==> config.mk <==
export PLATFORM = sky130hd
export DESIGN_NAME = fce_encoder
export DESIGN_NICKNAME = d
export VERILOG_FILES = /design/src/fce_pkg.sv /design/src/fce_blinker.sv /design/src/fce_encoder.sv
export SDC_FILE = /design/constraint.sdc
export NUM_CORES = 1
export LEC_CHECK = 0
export BUFFER_PORTS_ARGS = -buffer_cell sky130_fd_sc_hd__buf_2
export CAP_MARGIN = 20
export CORE_ASPECT_RATIO = 0.6
export CORE_MARGIN = 4
export CORE_UTILIZATION = 55
export DETAILED_ROUTE_END_ITERATION = 10
export PLACE_DENSITY_LB_ADDON = 0.15
export SETUP_SLACK_MARGIN = 0.05
export SYNTH_ARGS = -nofsm -noshare
export SYNTH_HDL_FRONTEND = slang
export SYNTH_SLANG_ARGS = --single-unit
==> constraint.sdc <==
create_clock -name sys_clk_in -period 3.1 [get_ports sys_clk_in]
set_clock_uncertainty 0.05 [all_clocks]
set_input_delay 0.31 -clock sys_clk_in [delete_from_list [all_inputs] [get_ports sys_clk_in]]
set_output_delay 0.31 -clock sys_clk_in [all_outputs]
set_load 0.02 [all_outputs]
==> src/fce_pkg.sv <==
// Package with codes, field positions and timing constants for the fault code lamp encoder.
package fce_pkg;
	localparam int          NUM_CH            = 8;
	localparam logic [15:0] CODE_NONE         = 16'h0000;
	localparam logic [15:0] CODE_HW_FAIL      = 16'ha600;
	localparam logic [15:0] CODE_SUPPLY       = 16'ha601;
	localparam logic [15:0] CODE_CALIB        = 16'ha603;
	localparam logic [15:0] CODE_ALARM_BASE   = 16'ha400;
	localparam logic [15:0] CODE_WARN1_BASE   = 16'ha000;
	localparam logic [15:0] CODE_WARN2_BASE   = 16'ha800;
	localparam int          ERR_CH_LSB        = 0;
	localparam int          ERR_SUPPLY_BIT    = 15;
	localparam logic [15:0] ERR_BITS_RESET    = 16'h0000;
	localparam int          CLK_MHZ           = 200;
	localparam int          BLINK_HALF_MS     = 250;
	localparam int          BLINK_HALF_CYC    = BLINK_HALF_MS * 1000 * CLK_MHZ;
	typedef enum logic [1:0] {
		FCE_ERR_OFF,
		FCE_ERR_BLINK,
		FCE_ERR_ON
	} fce_err_lamp_type;
endpackage

==> src/fce_blinker.sv <==
// Free running square wave used to blink the error lamp.
`timescale 1ns/1ps
`default_nettype none
module fce_blinker #(
	parameter int HALF_CYC = fce_pkg::BLINK_HALF_CYC
) (
	input  wire logic sys_clk_in,
	input  wire logic arst_n_in,
	output var  logic phase_out
);
	logic [31:0] cnt_ff;

	always_ff @(posedge sys_clk_in or negedge arst_n_in) begin
		if (!arst_n_in) begin
			cnt_ff    <= 32'h0;
			phase_out <= 1'b0;
		end else if (cnt_ff >= 32'(HALF_CYC - 1)) begin
			cnt_ff    <= 32'h0;
			phase_out <= ~phase_out;
		end else begin
			cnt_ff <= cnt_ff + 32'h1;
		end
	end
endmodule // fce_blinker
`default_nettype wire

==> src/fce_encoder.sv <==
// Fault code encoder that drives the error code, error bit field and the two lamps.
`timescale 1ns/1ps
`default_nettype none
// Function
// Hardware fail A600, supply A601, alarm lamps
// Calibration fault reports A603, alarm lamps
// Channel alarm reports A400 plus channel
// First warning A000 plus channel, blink
// Second warning A800 plus channel, lamp off
// Error bits: channels 0-7, bit 15 supply
// Error lamp on/blink/off; run lamp running
// Most severe first, low channel wins
module fce_encoder #(
	parameter int BLINK_HALF_CYC = fce_pkg::BLINK_HALF_CYC
) (
	input  wire logic        sys_clk_in,
	input  wire logic        arst_n_in,
	input  wire logic        running_in,
	input  wire logic        hw_fail_in,
	input  wire logic        supply_bad_in,
	input  wire logic        calib_bad_in,
	input  wire logic [7:0]  ch_range_in,
	input  wire logic [7:0]  ch_alarm_sel_in,
	input  wire logic [7:0]  ch_warn1_sel_in,
	output var  logic [15:0] err_code_out,
	output var  logic [15:0] err_bits_out,
	output var  logic        run_lamp_out,
	output var  logic        err_lamp_out
);
	localparam int          NCH         = fce_pkg::NUM_CH;
	localparam logic [31:0] BLINK_LIMIT = 32'(BLINK_HALF_CYC);

	logic                      blink_phase;
	logic [15:0]               nxt_code;
	fce_pkg::fce_err_lamp_type nxt_lamp;
	fce_pkg::fce_err_lamp_type lamp_ff;
	logic                      nxt_run;
	logic [7:0]                alarm_ch;
	logic [7:0]                warn1_ch;
	logic [7:0]                warn2_ch;
	logic [15:0]               nxt_bits;
	logic                      sys_fault;
	logic                      phase_seen_ff;
	logic [31:0]               blink_age_ff;

	fce_blinker #(
		.HALF_CYC (BLINK_HALF_CYC)
	) u_blink (
		.sys_clk_in (sys_clk_in),
		.arst_n_in  (arst_n_in),
		.phase_out  (blink_phase)
	);

	assign alarm_ch = ch_range_in & ch_alarm_sel_in;
	assign warn1_ch = ch_range_in & ~ch_alarm_sel_in & ch_warn1_sel_in;
	assign warn2_ch = ch_range_in & ~ch_alarm_sel_in & ~ch_warn1_sel_in;
	assign sys_fault = hw_fail_in || supply_bad_in || calib_bad_in;

	always_comb begin
		nxt_code = fce_pkg::CODE_NONE;
		nxt_lamp = fce_pkg::FCE_ERR_OFF;
		nxt_run  = running_in;
		for (int i = NCH - 1; i >= 0; i--) begin
			if (warn2_ch[i]) begin
				nxt_code = fce_pkg::CODE_WARN2_BASE + 16'(i);
			end
		end
		for (int i = NCH - 1; i >= 0; i--) begin
			if (warn1_ch[i]) begin
				nxt_code = fce_pkg::CODE_WARN1_BASE + 16'(i);
			end
		end
		if (|warn1_ch) begin
			nxt_lamp = fce_pkg::FCE_ERR_BLINK;
		end
		for (int i = NCH - 1; i >= 0; i--) begin
			if (alarm_ch[i]) begin
				nxt_code = fce_pkg::CODE_ALARM_BASE + 16'(i);
			end
		end
		if (calib_bad_in) begin
			nxt_code = fce_pkg::CODE_CALIB;
		end
		if (supply_bad_in) begin
			nxt_code = fce_pkg::CODE_SUPPLY;
		end
		if (hw_fail_in) begin
			nxt_code = fce_pkg::CODE_HW_FAIL;
		end
		if (|alarm_ch || calib_bad_in || supply_bad_in || hw_fail_in) begin
			nxt_lamp = fce_pkg::FCE_ERR_ON;
			nxt_run  = 1'b0;
		end
	end

	always_comb begin
		nxt_bits = fce_pkg::ERR_BITS_RESET;
		nxt_bits[fce_pkg::ERR_CH_LSB +: NCH] = ch_range_in;
		nxt_bits[fce_pkg::ERR_SUPPLY_BIT]    = supply_bad_in;
	end

	always_ff @(posedge sys_clk_in or negedge arst_n_in) begin
		if (!arst_n_in) begin
			err_code_out <= fce_pkg::CODE_NONE;
			lamp_ff      <= fce_pkg::FCE_ERR_OFF;
			run_lamp_out <= 1'b0;
		end else begin
			err_code_out <= nxt_code;
			lamp_ff      <= nxt_lamp;
			run_lamp_out <= nxt_run;
		end
	end

	always_ff @(posedge sys_clk_in or negedge arst_n_in) begin
		if (!arst_n_in) begin
			err_bits_out <= fce_pkg::ERR_BITS_RESET;
		end else begin
			err_bits_out <= nxt_bits;
		end
	end

	always_ff @(posedge sys_clk_in or negedge arst_n_in) begin
		if (!arst_n_in) begin
			err_lamp_out <= 1'b0;
		end else begin
			unique case (nxt_lamp)
				fce_pkg::FCE_ERR_OFF:   err_lamp_out <= 1'b0;
				fce_pkg::FCE_ERR_BLINK: err_lamp_out <= blink_phase;
				fce_pkg::FCE_ERR_ON:    err_lamp_out <= 1'b1;
				default:                err_lamp_out <= 1'b0;
			endcase
		end
	end

	// Counts the cycles that the blink phase has held, so that a stuck blinker is caught.
	always_ff @(posedge sys_clk_in or negedge arst_n_in) begin
		if (!arst_n_in) begin
			phase_seen_ff <= 1'b0;
			blink_age_ff  <= 32'h0;
		end else begin
			phase_seen_ff <= blink_phase;
			if (blink_phase != phase_seen_ff) begin
				blink_age_ff <= 32'h0;
			end else begin
				blink_age_ff <= blink_age_ff + 32'h1;
			end
		end
	end

	AST_HW_FAIL: assert property (@(posedge sys_clk_in) disable iff (!arst_n_in)
		hw_fail_in |=> (err_code_out == 16'ha600) && !run_lamp_out && err_lamp_out)
		else $error("hardware fail code or lamps wrong");
	AST_SUPPLY: assert property (@(posedge sys_clk_in) disable iff (!arst_n_in)
		(supply_bad_in && !hw_fail_in) |=> (err_code_out == 16'ha601) && err_lamp_out)
		else $error("supply code wrong");
	AST_CALIB: assert property (@(posedge sys_clk_in) disable iff (!arst_n_in)
		(calib_bad_in && !hw_fail_in && !supply_bad_in) |=> (err_code_out == 16'ha603) && !run_lamp_out)
		else $error("calibration code wrong");
	AST_ALARM0: assert property (@(posedge sys_clk_in) disable iff (!arst_n_in)
		(alarm_ch[0] && !hw_fail_in && !supply_bad_in && !calib_bad_in) |=> (err_code_out == 16'ha400))
		else $error("channel alarm code wrong");
	AST_ALARM7: assert property (@(posedge sys_clk_in) disable iff (!arst_n_in)
		(alarm_ch == 8'h80 && !hw_fail_in && !supply_bad_in && !calib_bad_in) |=> (err_code_out == 16'ha407))
		else $error("channel 7 alarm code wrong");
	AST_WARN1: assert property (@(posedge sys_clk_in) disable iff (!arst_n_in)
		(warn1_ch[3:0] == 4'h8 && alarm_ch == 8'h0 && !hw_fail_in && !supply_bad_in && !calib_bad_in)
		|=> (err_code_out == 16'ha003) && (run_lamp_out == $past(running_in)))
		else $error("first warning code wrong");
	AST_WARN2: assert property (@(posedge sys_clk_in) disable iff (!arst_n_in)
		(warn2_ch[0] && warn1_ch == 8'h0 && alarm_ch == 8'h0 && !hw_fail_in && !supply_bad_in && !calib_bad_in)
		|=> (err_code_out == 16'ha800) && !err_lamp_out)
		else $error("second warning code or lamp wrong");
	AST_BITS: assert property (@(posedge sys_clk_in) disable iff (!arst_n_in)
		1'b1 |=> (err_bits_out[7:0] == $past(ch_range_in)) && (err_bits_out[15] == $past(supply_bad_in)))
		else $error("error bit field wrong");
	AST_CLEAN: assert property (@(posedge sys_clk_in) disable iff (!arst_n_in)
		(ch_range_in == 8'h0 && !hw_fail_in && !supply_bad_in && !calib_bad_in)
		|=> (err_code_out == 16'h0000) && !err_lamp_out)
		else $error("lamp not off when normal");
	AST_SUPPLY_RUN: assert property (@(posedge sys_clk_in) disable iff (!arst_n_in)
		supply_bad_in |=> !run_lamp_out && err_lamp_out)
		else $error("supply fault lamps wrong");
	AST_CALIB_LAMP: assert property (@(posedge sys_clk_in) disable iff (!arst_n_in)
		calib_bad_in |=> err_lamp_out && !run_lamp_out)
		else $error("calibration fault lamps wrong");
	AST_ALARM_ANY: assert property (@(posedge sys_clk_in) disable iff (!arst_n_in)
		(|alarm_ch) |=> !run_lamp_out && err_lamp_out)
		else $error("channel alarm lamps wrong");
	AST_ALARM_CODE: assert property (@(posedge sys_clk_in) disable iff (!arst_n_in)
		((|alarm_ch) && !sys_fault) |=> (err_code_out[15:8] == 8'ha4) && (err_code_out[7:3] == 5'h00))
		else $error("channel alarm code class wrong");
	AST_WARN1_CODE: assert property (@(posedge sys_clk_in) disable iff (!arst_n_in)
		((|warn1_ch) && alarm_ch == 8'h0 && !sys_fault)
		|=> (err_code_out[15:8] == 8'ha0) && (err_code_out[7:3] == 5'h00))
		else $error("first warning code class wrong");
	AST_WARN1_LAMP: assert property (@(posedge sys_clk_in) disable iff (!arst_n_in)
		((|warn1_ch) && alarm_ch == 8'h0 && !sys_fault)
		|=> (err_lamp_out == $past(blink_phase)) && (run_lamp_out == $past(running_in)))
		else $error("first warning lamps wrong");
	AST_WARN2_CODE: assert property (@(posedge sys_clk_in) disable iff (!arst_n_in)
		((|warn2_ch) && warn1_ch == 8'h0 && alarm_ch == 8'h0 && !sys_fault)
		|=> (err_code_out[15:8] == 8'ha8) && !err_lamp_out && (run_lamp_out == $past(running_in)))
		else $error("second warning code class or lamps wrong");
	AST_BITS_ZERO: assert property (@(posedge sys_clk_in) disable iff (!arst_n_in)
		1'b1 |=> (err_bits_out[14:8] == 7'h00))
		else $error("unused error bits set");
	AST_RUN_FOLLOW: assert property (@(posedge sys_clk_in) disable iff (!arst_n_in)
		(alarm_ch == 8'h0 && !sys_fault) |=> (run_lamp_out == $past(running_in)))
		else $error("run lamp does not follow running state");
	AST_LAMP_ON: assert property (@(posedge sys_clk_in) disable iff (!arst_n_in)
		(lamp_ff == fce_pkg::FCE_ERR_ON) |-> err_lamp_out)
		else $error("error lamp not steadily lit");
	AST_LAMP_OFF: assert property (@(posedge sys_clk_in) disable iff (!arst_n_in)
		(lamp_ff == fce_pkg::FCE_ERR_OFF) |-> !err_lamp_out)
		else $error("error lamp not off");
	AST_BLINK_AGE: assert property (@(posedge sys_clk_in) disable iff (!arst_n_in)
		blink_age_ff <= BLINK_LIMIT)
		else $error("blink phase stuck");

	COV_HW: cover property (@(posedge sys_clk_in) disable iff (!arst_n_in) hw_fail_in ##1 err_lamp_out);
	COV_BLINK: cover property (@(posedge sys_clk_in) disable iff (!arst_n_in)
		(lamp_ff == fce_pkg::FCE_ERR_BLINK) && err_lamp_out);
	COV_WARN2: cover property (@(posedge sys_clk_in) disable iff (!arst_n_in) err_code_out == 16'ha805);
	COV_SUPPLY: cover property (@(posedge sys_clk_in) disable iff (!arst_n_in)
		(supply_bad_in && !hw_fail_in) ##1 (err_code_out == 16'ha601));
	COV_ALARM7: cover property (@(posedge sys_clk_in) disable iff (!arst_n_in)
		(err_code_out == 16'ha407) && !run_lamp_out);
endmodule // fce_encoder
`default_nettype wire

* Word level (Yosys, flattened, before mapping)
Index checks and enable logic that the tools add are counted.
** Word-level totals
- Word-level logic and storage cells :: 54
- Output and inout port bits :: 34
- Register bits after elaboration :: 60
- Input port bits :: 30
** Operators by class
- Bitwise operators :: 7
- Equality and inequality tests :: 2
- Reductions and logical operators :: 5
- Muxes and demuxes :: 32
- Add/subtract/negate cells :: 1
- Order comparisons :: 1
** Operators with widths (number)
- 16-bit two-way mux :: 27
- 32-bit by 1-bit adder with 32-bit output, second input constant :: 1
- 8-bit bitwise AND :: 4
- 32-bit by 26-bit greater-or-equal comparator with 1-bit output, second input constant :: 1
- 32-bit two-way mux :: 1
- 8-bit NOT :: 2
- 8-bit OR reduction :: 2
- 1-bit logical OR :: 3
- 2-bit by 1-bit == test with 1-bit output, second input constant :: 1
- 2-bit == test, second input constant :: 1
- 1-bit two-way mux :: 2
- 2-bit two-way mux :: 1
- 1-bit case mux with 2 select lines :: 1
- 1-bit NOT :: 1

* Longest topological paths before layout
Gate-level depths: netlist (run 1).
- Depth after elaboration :: 30
- Mapped depth :: 7
- Mapped depth without buffers :: 5

* Hierarchy
Synthesis (run 1) repeated with hierarchy kept, for this count alone.
** Second synthesis, totals
- Cell total of the unflattened synthesis :: 249
- Area total of the unflattened synthesis :: 2626.3 µm²
** By module, submodules not included
- fce_blinker :: area an instance 1532.7 µm², seq. area each 825.8 µm², cells an instance 137, instances 1
- fce_encoder :: area an instance 1093.5 µm², seq. area each 450.4 µm², cells an instance 112, instances 1

* Worst setup path before layout (run 1)
Ideal clock, no wire load.
- Path type :: register to register
- Start point :: register u_blink.cnt_ff[29]
- End point :: register u_blink.cnt_ff[16]
- Slack :: 1233 ps
- Clock period less this slack :: 1867 ps
- Stages on the path, launching flop included :: 7
- Buffers on the path :: 1
- Data required time :: 2979 ps
- Setup time :: 71 ps
- Arrival :: 1745 ps
- Path through :: dfrtp_1 > or4_1 > a2111oi_2 > o21a_2 > o41ai_4 > buf_6 > nor2_1
** Between the ends
- Word-level cells in the longest chain between the ends :: 2
** RTL lines
- start, declared :: RTL line fce_blinker.sv:11 : logic [31:0] cnt_ff;
- start signal, assigned :: RTL line fce_blinker.sv:21 : cnt_ff <= cnt_ff + 32'h1;
- 32-bit by 26-bit greater-or-equal comparator with 1-bit output :: RTL line fce_blinker.sv:17 : end else if (cnt_ff >= 32'(HALF_CYC - 1)) begin
- 32-bit two-way mux :: RTL line fce_blinker.sv:17
No other way between the ends.
A chain may end at the register's enable or synchronous reset.

* Final worst setup path (run 1)
- Start point :: register u_blink.cnt_ff[0]
- End point :: register u_blink.phase_out
** Between the ends
- Word-level cells in the longest chain between the ends :: 1
** RTL lines
- 32-bit by 26-bit greater-or-equal comparator with 1-bit output :: RTL line fce_blinker.sv:17
- end signal, assigned :: RTL line fce_blinker.sv:19 : phase_out <= ~phase_out;
- end, declared :: RTL line fce_blinker.sv:9 : output var logic phase_out
No other way between the ends.

==> results, run 1 <==
- The setup path with the least slack is of type reg -> reg.
- The arrival time of data at the critical path endpoint is 2500 ps.
- Clock-pin slew was measured on the worst setup and hold paths at 90 ps.
- The master cell of the clock root buffer is sky130_fd_sc_hd__clkbuf_8.
- The number of failing hold endpoints at the final stage is 0.
- Once routing completed, OpenROAD measured the worst setup slack at 781 ps.
- Setup repair after global routing left no endpoint under its margin.
- IR analysis of the VDD net gives a maximum drop of 368 µV.
- The clock latency reported for the late side of the worst-skew pair is 300 ps.
- The most used flip-flop cell after synthesis is sky130_fd_sc_hd__dfrtp_1.
- In the routed design, unresolved DRC markers number 0.
- Buffers placed on the I/O ports in this run total 48.
- The TritonCTS clock tree is yes.
- The post-synthesis sequential element count is 51.
- The global router's overall resource usage is 0.199.
- The residual antenna-violating net count after detailed routing is 0.
- The flow ran to the end, and the final reports show no timing, DRC or antenna violations.
- The share of async-settable or async-resettable flops after synthesis is 1.00.
- OpenSTA, run right after detailed placement, puts the worst setup slack at 786 ps.
- For this configuration, the core starts out at a cell density of 0.570.
- The detailed-router iteration count before antenna repair is 5.
- The number of global-route vias before repair is 1822.
- After clock tree synthesis, the flow added hold-fix buffers numbering 0.
- Dividing the detail-routed via count by the number of cells gives 5.48.
- In the final layout, the share of cells above drive strength 1 is 0.222.
- The post-CTS setup repair buffer count is 0.
- Of the available clock period, the critical path in the final layout requires 0.748.
- The endpoint type of the worst setup path is a register.
- From left edge to right edge, the die measures 97.0 µm.
- Entering global routing, the biggest net connects 41 pins.
- The total half-perimeter wirelength after legalization and detailed placement is 4380 µm.
- The deepest level of the CTS H-tree is 2.
- The number of instances resized during post-cts repair is 0.
- In the final routed layout, each cell accounts on average for 15.0 µm.
- The synthesized netlist occupies a cell area of 2620 µm².
- The min-delay analysis places its worst path in the category in -> async.
- 64 I/O pins were placed.
- The congestion estimate from routability-driven global placement came to 0.966.
- Counting distinct cell types in the post-synthesis netlist gives 47.
- For this design the static power due to leakage is 1.29 nW.
- The floorplan has 19 rows.
- The total vias in the final route is 2076.
- Along the worst path, the maximum fanout reaches 15.
- The maximum count of clock buffers along a single path is 2.
- The slew of the pin with the lowest slew margin is 870 ps.
- Compared with the post-synthesis result, the final layout area differs by 13.6%.
- The sequential element share of the synthesized area is 0.488.
- The number of flops mapped to enable cells by yosys is 0.
- After global routing the overflow that remains totals 0.
- Clock tree synthesis found a total of 51 sinks.
- The first routing iteration left 140 violations.
- The floorplan step set the die height to 61.4 µm.
- Summed over all layers, the routed wires come to 5690 µm.
- The initial antenna violation count came to 0.
- The setup TNS is 0 ps.
- The TritonCTS buffer count is 5.
- A synthesized cell averages 10.1 µm².
- Synthesis handed over a netlist of 258 instances.
- In this run the tightest slew margin relative to its limit is 0.420.
- For this design the ratio of total power to cell area is 423 nW/µm².
- The core region is 4590 µm².
- The wire length of the first global-routing pass is 9110 µm.
- The smallest clock period supported by the final layout is computed as 2320 ps.
- STA puts the critical path data required time at 3280 ps.
- The die footprint is 5960 µm².
- The tightest hold margin is 69.2 ps.
- The repair_antennas step left the layout with diodes totalling 0.
- The number of nets in the finished design is 346.
- The Yosys step of the flow raised 0 warnings.
- The max-slew violation count is 0.
- STA classifies the critical path startpoint as a register.
- Setup violations remaining at the end of the flow were counted as 0.
- The highest attainable clock frequency is 431 MHz.
- The count of max-cap constraint violations is 0.
## power breakdown
group | switching, mW | internal (mW)
clock network | 0.206 | 0.204
registers | 0.00500 | 0.684
logic | 0.106 | 0.0527
## cells in the mapped netlist, types with 2 or more instances
library cell | number | area (µm²)
sky130_fd_sc_hd__a211oi_1 | 3 | 22.5
sky130_fd_sc_hd__a21oi_1 | 7 | 35.0
sky130_fd_sc_hd__a22o_1 | 2 | 17.5
sky130_fd_sc_hd__a22oi_1 | 3 | 22.5
sky130_fd_sc_hd__a311oi_1 | 2 | 17.5
sky130_fd_sc_hd__a31oi_1 | 3 | 18.8
sky130_fd_sc_hd__and2_1 | 2 | 12.5
sky130_fd_sc_hd__and3_1 | 5 | 31.3
sky130_fd_sc_hd__and3b_1 | 4 | 35.0
sky130_fd_sc_hd__and4_1 | 2 | 17.5
sky130_fd_sc_hd__and4_2 | 2 | 20.0
sky130_fd_sc_hd__buf_4 | 17 | 128
sky130_fd_sc_hd__buf_6 | 2 | 22.5
sky130_fd_sc_hd__dfrtp_1 | 51 | 1280
sky130_fd_sc_hd__inv_1 | 4 | 15.0
sky130_fd_sc_hd__nand2_1 | 15 | 56.3
sky130_fd_sc_hd__nand2b_1 | 3 | 18.8
sky130_fd_sc_hd__nand3_1 | 15 | 75.1
sky130_fd_sc_hd__nand3b_1 | 4 | 30.0
sky130_fd_sc_hd__nand4_1 | 6 | 37.5
sky130_fd_sc_hd__nand4b_1 | 2 | 17.5
sky130_fd_sc_hd__nor2_1 | 35 | 131
sky130_fd_sc_hd__nor2b_1 | 2 | 12.5
sky130_fd_sc_hd__nor3_1 | 3 | 15.0
sky130_fd_sc_hd__nor3b_1 | 6 | 45.0
sky130_fd_sc_hd__nor4_1 | 9 | 56.3
sky130_fd_sc_hd__o21ai_0 | 4 | 20.0
sky130_fd_sc_hd__or3b_2 | 4 | 35.0
sky130_fd_sc_hd__xnor2_1 | 13 | 114
sky130_fd_sc_hd__xor2_1 | 11 | 96.3
## path summary, 6_finish.rpt
check                             startpoint            endpoint  slack, ps  depth (start not counted)
hold reg to reg            u_blink.phase_out   u_blink.phase_out        490                          2
max in group asynchronous          arst_n_in  u_blink.cnt_ff[19]       2240                          2
hold / removal                     arst_n_in     err_bits_out[0]         70                          1
setup / recovery           u_blink.cnt_ff[0]   u_blink.phase_out        780                          6
min in group sys_clk_in        supply_bad_in    err_bits_out[15]        110                          1
setup reg to reg           u_blink.cnt_ff[0]   u_blink.phase_out        780                          6
## final cells by class
cell class,count,area [µm²]
Multi-Input combinational cell,203,1250
Sequential cell,51,1280
Timing Repair Buffer,50,255
Tap cell,63,78.8
Fill cell,395,1620
Inverter,4,15.0
Clock buffer,8,100
## per-stage QoR
| step | cells | cell area [µm²] | utilization | total power, mW |
|---|---|---|---|---|
| finish | 379 | 2970 | 0.648 | 1.26 |
| global route | 379 | 2970 | 0.648 | 1.31 |
| CTS | 379 | 2970 | 0.648 | 1.27 |
| detailed placement | 371 | 2870 | 0.626 | 0.859 |
| global placement | 371 | 2870 | 0.626 | 0.856 |
| floorplan | 278 | 2690 | - | 0.804 |
## sequential cells by signal (all words and copies together) (netlist names)
name,flops
err_code_out,7
u_blink.cnt_ff,32
u_blink.phase_out,1
err_bits_out,9
run_lamp_out,1
err_lamp_out,1
## kinds of logic after synthesis
kind of cell | after synthesis | share of synthesized area
compound gates | 31 | 0.0909
xor+xnor | 24 | 0.0803
fa+ha+maj | 1 | 0.00478
buf+inv | 24 | 0.0646
flops | 51 | 0.488
other cells | 1 | 0.00143
simple gates | 126 | 0.270
## placed cells by master, fill, tap and decap left out, types with 3 or more instances in the layout
cell | synthesis | routed
sky130_fd_sc_hd__xnor2_1 | 13 | 13
sky130_fd_sc_hd__nor3_1 | 3 | 3
sky130_fd_sc_hd__nand2b_1 | 3 | 3
sky130_fd_sc_hd__a31oi_1 | 3 | 3
sky130_fd_sc_hd__nor3b_1 | 6 | 6
sky130_fd_sc_hd__buf_2 | 0 | 48
sky130_fd_sc_hd__dfrtp_1 | 51 | 51
sky130_fd_sc_hd__and3b_1 | 4 | 4
sky130_fd_sc_hd__nand3b_1 | 4 | 4
sky130_fd_sc_hd__and3_1 | 5 | 5
sky130_fd_sc_hd__conb_1 | 1 | 21
sky130_fd_sc_hd__a21oi_1 | 7 | 7
sky130_fd_sc_hd__a22oi_1 | 3 | 3
sky130_fd_sc_hd__nor4_1 | 9 | 9
sky130_fd_sc_hd__inv_1 | 4 | 4
sky130_fd_sc_hd__a211oi_1 | 3 | 3
sky130_fd_sc_hd__or3b_2 | 4 | 4
sky130_fd_sc_hd__nand3_1 | 15 | 15
sky130_fd_sc_hd__nand4_1 | 6 | 6
sky130_fd_sc_hd__clkbuf_8 | 0 | 7
sky130_fd_sc_hd__xor2_1 | 11 | 11
sky130_fd_sc_hd__nor2_1 | 35 | 35
sky130_fd_sc_hd__o21ai_0 | 4 | 4
sky130_fd_sc_hd__nand2_1 | 15 | 15
## metal layers
metal / track usage / wire length [µm]
met1: 0.318 / 2990
met2: 0.250 / 2030
met3: 0.0667 / 650
met4: 0.0480 / 24
met5: 0 / 0
## worst max-delay path, cell delays in order, from the launching register on
cell and delay (ps):
sky130_fd_sc_hd__dfrtp_1 430, sky130_fd_sc_hd__ha_1 280, sky130_fd_sc_hd__and3_4 230, sky130_fd_sc_hd__nor3_2 50, sky130_fd_sc_hd__o41ai_4 740, sky130_fd_sc_hd__buf_4 340
sky130_fd_sc_hd__xnor2_1 130
No activity file was read; power rests on OpenSTA's default activity.
==> inputs of run 2 (changes only) <==
- CORE_UTILIZATION: 55 -> 53
- clock period: 3.1 -> 2.4 ns (I/O delays scaled with it)
==> results, run 2 (same netlist as run 1, synthesis figures left out) <==
- The finished layout cell area is 3030 µm².
- The signal on the critical path passes through ha_1, and3_4, nor3_2, o41ai_4, buf_4, nor2_1.
- Wires add up to 5690 µm.
- Routability-driven placement finished with a final weighted congestion of 0.920.
- The total setup violations reported at the end of the flow is 0.
- Of the total power, the share spent switching nets is 0.249.
- The TritonCTS buffer count is 5.
- The clock passes through at most 2 buffers.
- The largest registers in the layout are u_blink.cnt_ff: 32 flops, err_bits_out: 9 flops, err_code_out: 7 flops.
- The TritonCTS clock tree is yes.
- The maximum VDD drop is 406 µV.
- The wire length of the first global-routing pass is 9510 µm.
- The share of total power dissipated in combinational logic is 0.120.
- The signed area change from the synthesized netlist to the final layout is 15.6%.
- The worst path needs 2200 ps of the cycle, external delays included.
- The proportion of power drawn by flip-flops and latches is 0.516.
- The launching point of the worst reg2reg path is u_blink.cnt_ff[0].
- Timing would allow up to 455 MHz.
- In this run the worst hold path is classified as in -> reg.
- In the routed design, unresolved DRC markers number 0.
- The worst-case headroom to the max-slew limit is 0.544.
- The terminus of the critical flop-to-flop path is u_blink.cnt_ff[14].
- The post-CTS setup repair buffer count is 0.
- The HPWL after detailed placement is 4430 µm.
- The library cell used most frequently in the layout, excluding fill and tap cells, is sky130_fd_sc_hd__dfrtp_1.
- The clock latency reported for the late side of the worst-skew pair is 300 ps.
- The arrival time of data at the critical path endpoint is 2340 ps.
- The clock tree synthesis step divided the H-tree into 2 levels.
- The residual antenna-violating net count after detailed routing is 0.
- The most critical setup path has its endpoint at u_blink.cnt_ff[14].
- The tightest hold margin is 27.9 ps.
- The number of flip-flops in the largest register is 32.
- The post-detailed-placement cell area is 2890 µm².
- The internal portion of the total power is 1.30 mW.
- The top cell types in the final layout, fill and taps aside, are sky130_fd_sc_hd__dfrtp_1 (51), sky130_fd_sc_hd__buf_2 (48), sky130_fd_sc_hd__nor2_1 (35).
- The detailed router finished its first iteration with 141 violations.
- The number of global-route vias before repair is 1842.
- The detailed-router iteration count before antenna repair is 4.
- The number of vias per cell after detailed routing is 5.36.
- The largest driver fanout on the critical path is 19.
- The count of buffers added on input and output ports is 48.
- The tree is rooted in a sky130_fd_sc_hd__clkbuf_8.
- The clock share of power is 0.364.
- In the final timing run, aggregate negative setup slack is 0 ps.
- The worst setup path is launched from a register.
- The share of layout cells above drive strength 1 is 0.231.
- The max-slew violation count was 0.
- The startpoint-to-endpoint class of the critical path is reg -> reg.
- The clock slew at the register clock pins of the worst setup and hold paths is 100 ps.
- The number of rows in the core area is 19.
- The count of max-cap constraint violations is 0.
- The remaining global-route overflow is 0.
- The number of instances resized during post-cts repair is 0.
- The slowest cell on the critical path is sky130_fd_sc_hd__o41ai_4.
- For this design the static power due to leakage is 1.32 nW.
- The pin count of the biggest net entering global routing is 32.
- The total clock sinks is 51.
- The delay of the slowest cell on the worst path is 620 ps.
- The number of cells in the design after placement is 374.
- Ranked by flip-flop count, first place goes to u_blink.cnt_ff.
- The number of antenna diodes in the final layout is 0.
- The initial antenna violation count came to 0.
- The overall power consumption is 1.73 mW.
- The average wire per standard cell is 14.9 µm.
- The die is 98.7 µm wide.
- The initial utilization of the core area, before any placement, comes to 0.561.
- The first element of the critical path is u_blink.cnt_ff[0].
- The die is 62.4 µm tall.
- Setup repair after global routing left no endpoint under its margin.
- The number of failing hold endpoints at the final stage is 0.
- The die footprint is 6160 µm².
- For the worst flop-to-flop path, the logic depth is 6.
- The required time at the endpoint of the critical path is 2540 ps.
- The run finished with clean final reports.
- The number of cells in the finished layout apart from fillers is 383.
- The net count of the finished layout is 350.
- The slew of the pin with the lowest slew margin is 684 ps.
- 64 I/O pins were placed.
- STA classifies the critical path endpoint as a register.
- Power spread over the standard cell area amounts to 571 nW/µm².
- The total vias in the final route is 2054.
- The global router's overall resource usage is 0.192.
- The core region is 4660 µm².
- Dividing the final minimum period by the clock period gives 0.916.
- Summed over all nets, the switching power comes to 429 µW.
- The register-to-register path setup slack is 200 ps.
==> run 2: cell types whose count changed in the layout (fill, tap and decap cells not counted), sizes merged <==
| cell | previous run | this run |
|---|---|---|
| buf | 50 | 53 |
| bufinv | 0 | 1 |
| clkbuf | 8 | 6 |
| dlygate4sd3 | 0 | 1 |
| inv | 4 | 5 |
==> run 2: cell type report <==
cell class              count  area, µm²
flip-flops and latches     51       1280
fillers                   404       1630
clock buffers               6       82.6
multi-input cells         203       1250
inverters                   4       15.0
clock inverters             2       38.8
repair buffers             54        288
well taps                  63       78.8
==> run 2: per-stage QoR <==
step            util  setup WS [ps]
2_1_floorplan      -            533
3_3_place_gp   0.621            285
3_5_place_dp   0.621            217
6_report       0.649            202
5_1_grt        0.649           65.3
4_1_cts        0.649            211
==> run 2: power by group through the flow <==
stage / combinational (mW) / sequential [mW] / clock (mW)
5_1_grt: 0.230 / 0.893 / 0.684
3_3_place_gp: 0.203 / 0.907 / 0
6_report: 0.208 / 0.890 / 0.629
3_5_place_dp: 0.204 / 0.907 / 0
2_1_floorplan: 0.115 / 0.924 / 0
4_1_cts: 0.206 / 0.890 / 0.645
==> run 2: worst min path at each step <==
stage | cells past startpoint | from | slack, ps | endpoint
after global routing | 1 | supply_bad_in | 20 | err_bits_out[15]
after global placement | 1 | arst_n_in | 260 | err_bits_out[3]
final | 1 | supply_bad_in | 30 | err_bits_out[15]
after floorplan | 0 | arst_n_in | -110 | err_bits_out[0]
after CTS | 1 | supply_bad_in | 20 | err_bits_out[15]
after detailed placement | 1 | arst_n_in | 280 | err_bits_out[2]
==> run 2: routing by layer <==
metal,up-vias,routed length [µm],GRT usage
met3,4,480,0.0535
met1,959,3100,0.333
met5,-,0,0
met2,82,2080,0.229
met4,0,31,0.0358
li1,1009,-,-
==> run 2: timing repair <==
| item | 4_1_cts | 5_1_grt |
|---|---|---|
| endpoints found under the setup margin | 0 | 0 |
| hold buffers | 1 | 0 |
| hold endpoints to repair | 29 | 0 |
==> run 2: worst max-delay path, delay by kind of cell, from the launching register on <==
kind                     cells  cell delay (ps)
adder cells (fa/ha/maj)      1              280
buffers and inverters        1              340
flip-flops                   1              430
AND/OR/NAND/NOR              3              360
AO/OA/AOI/OAI                1              620
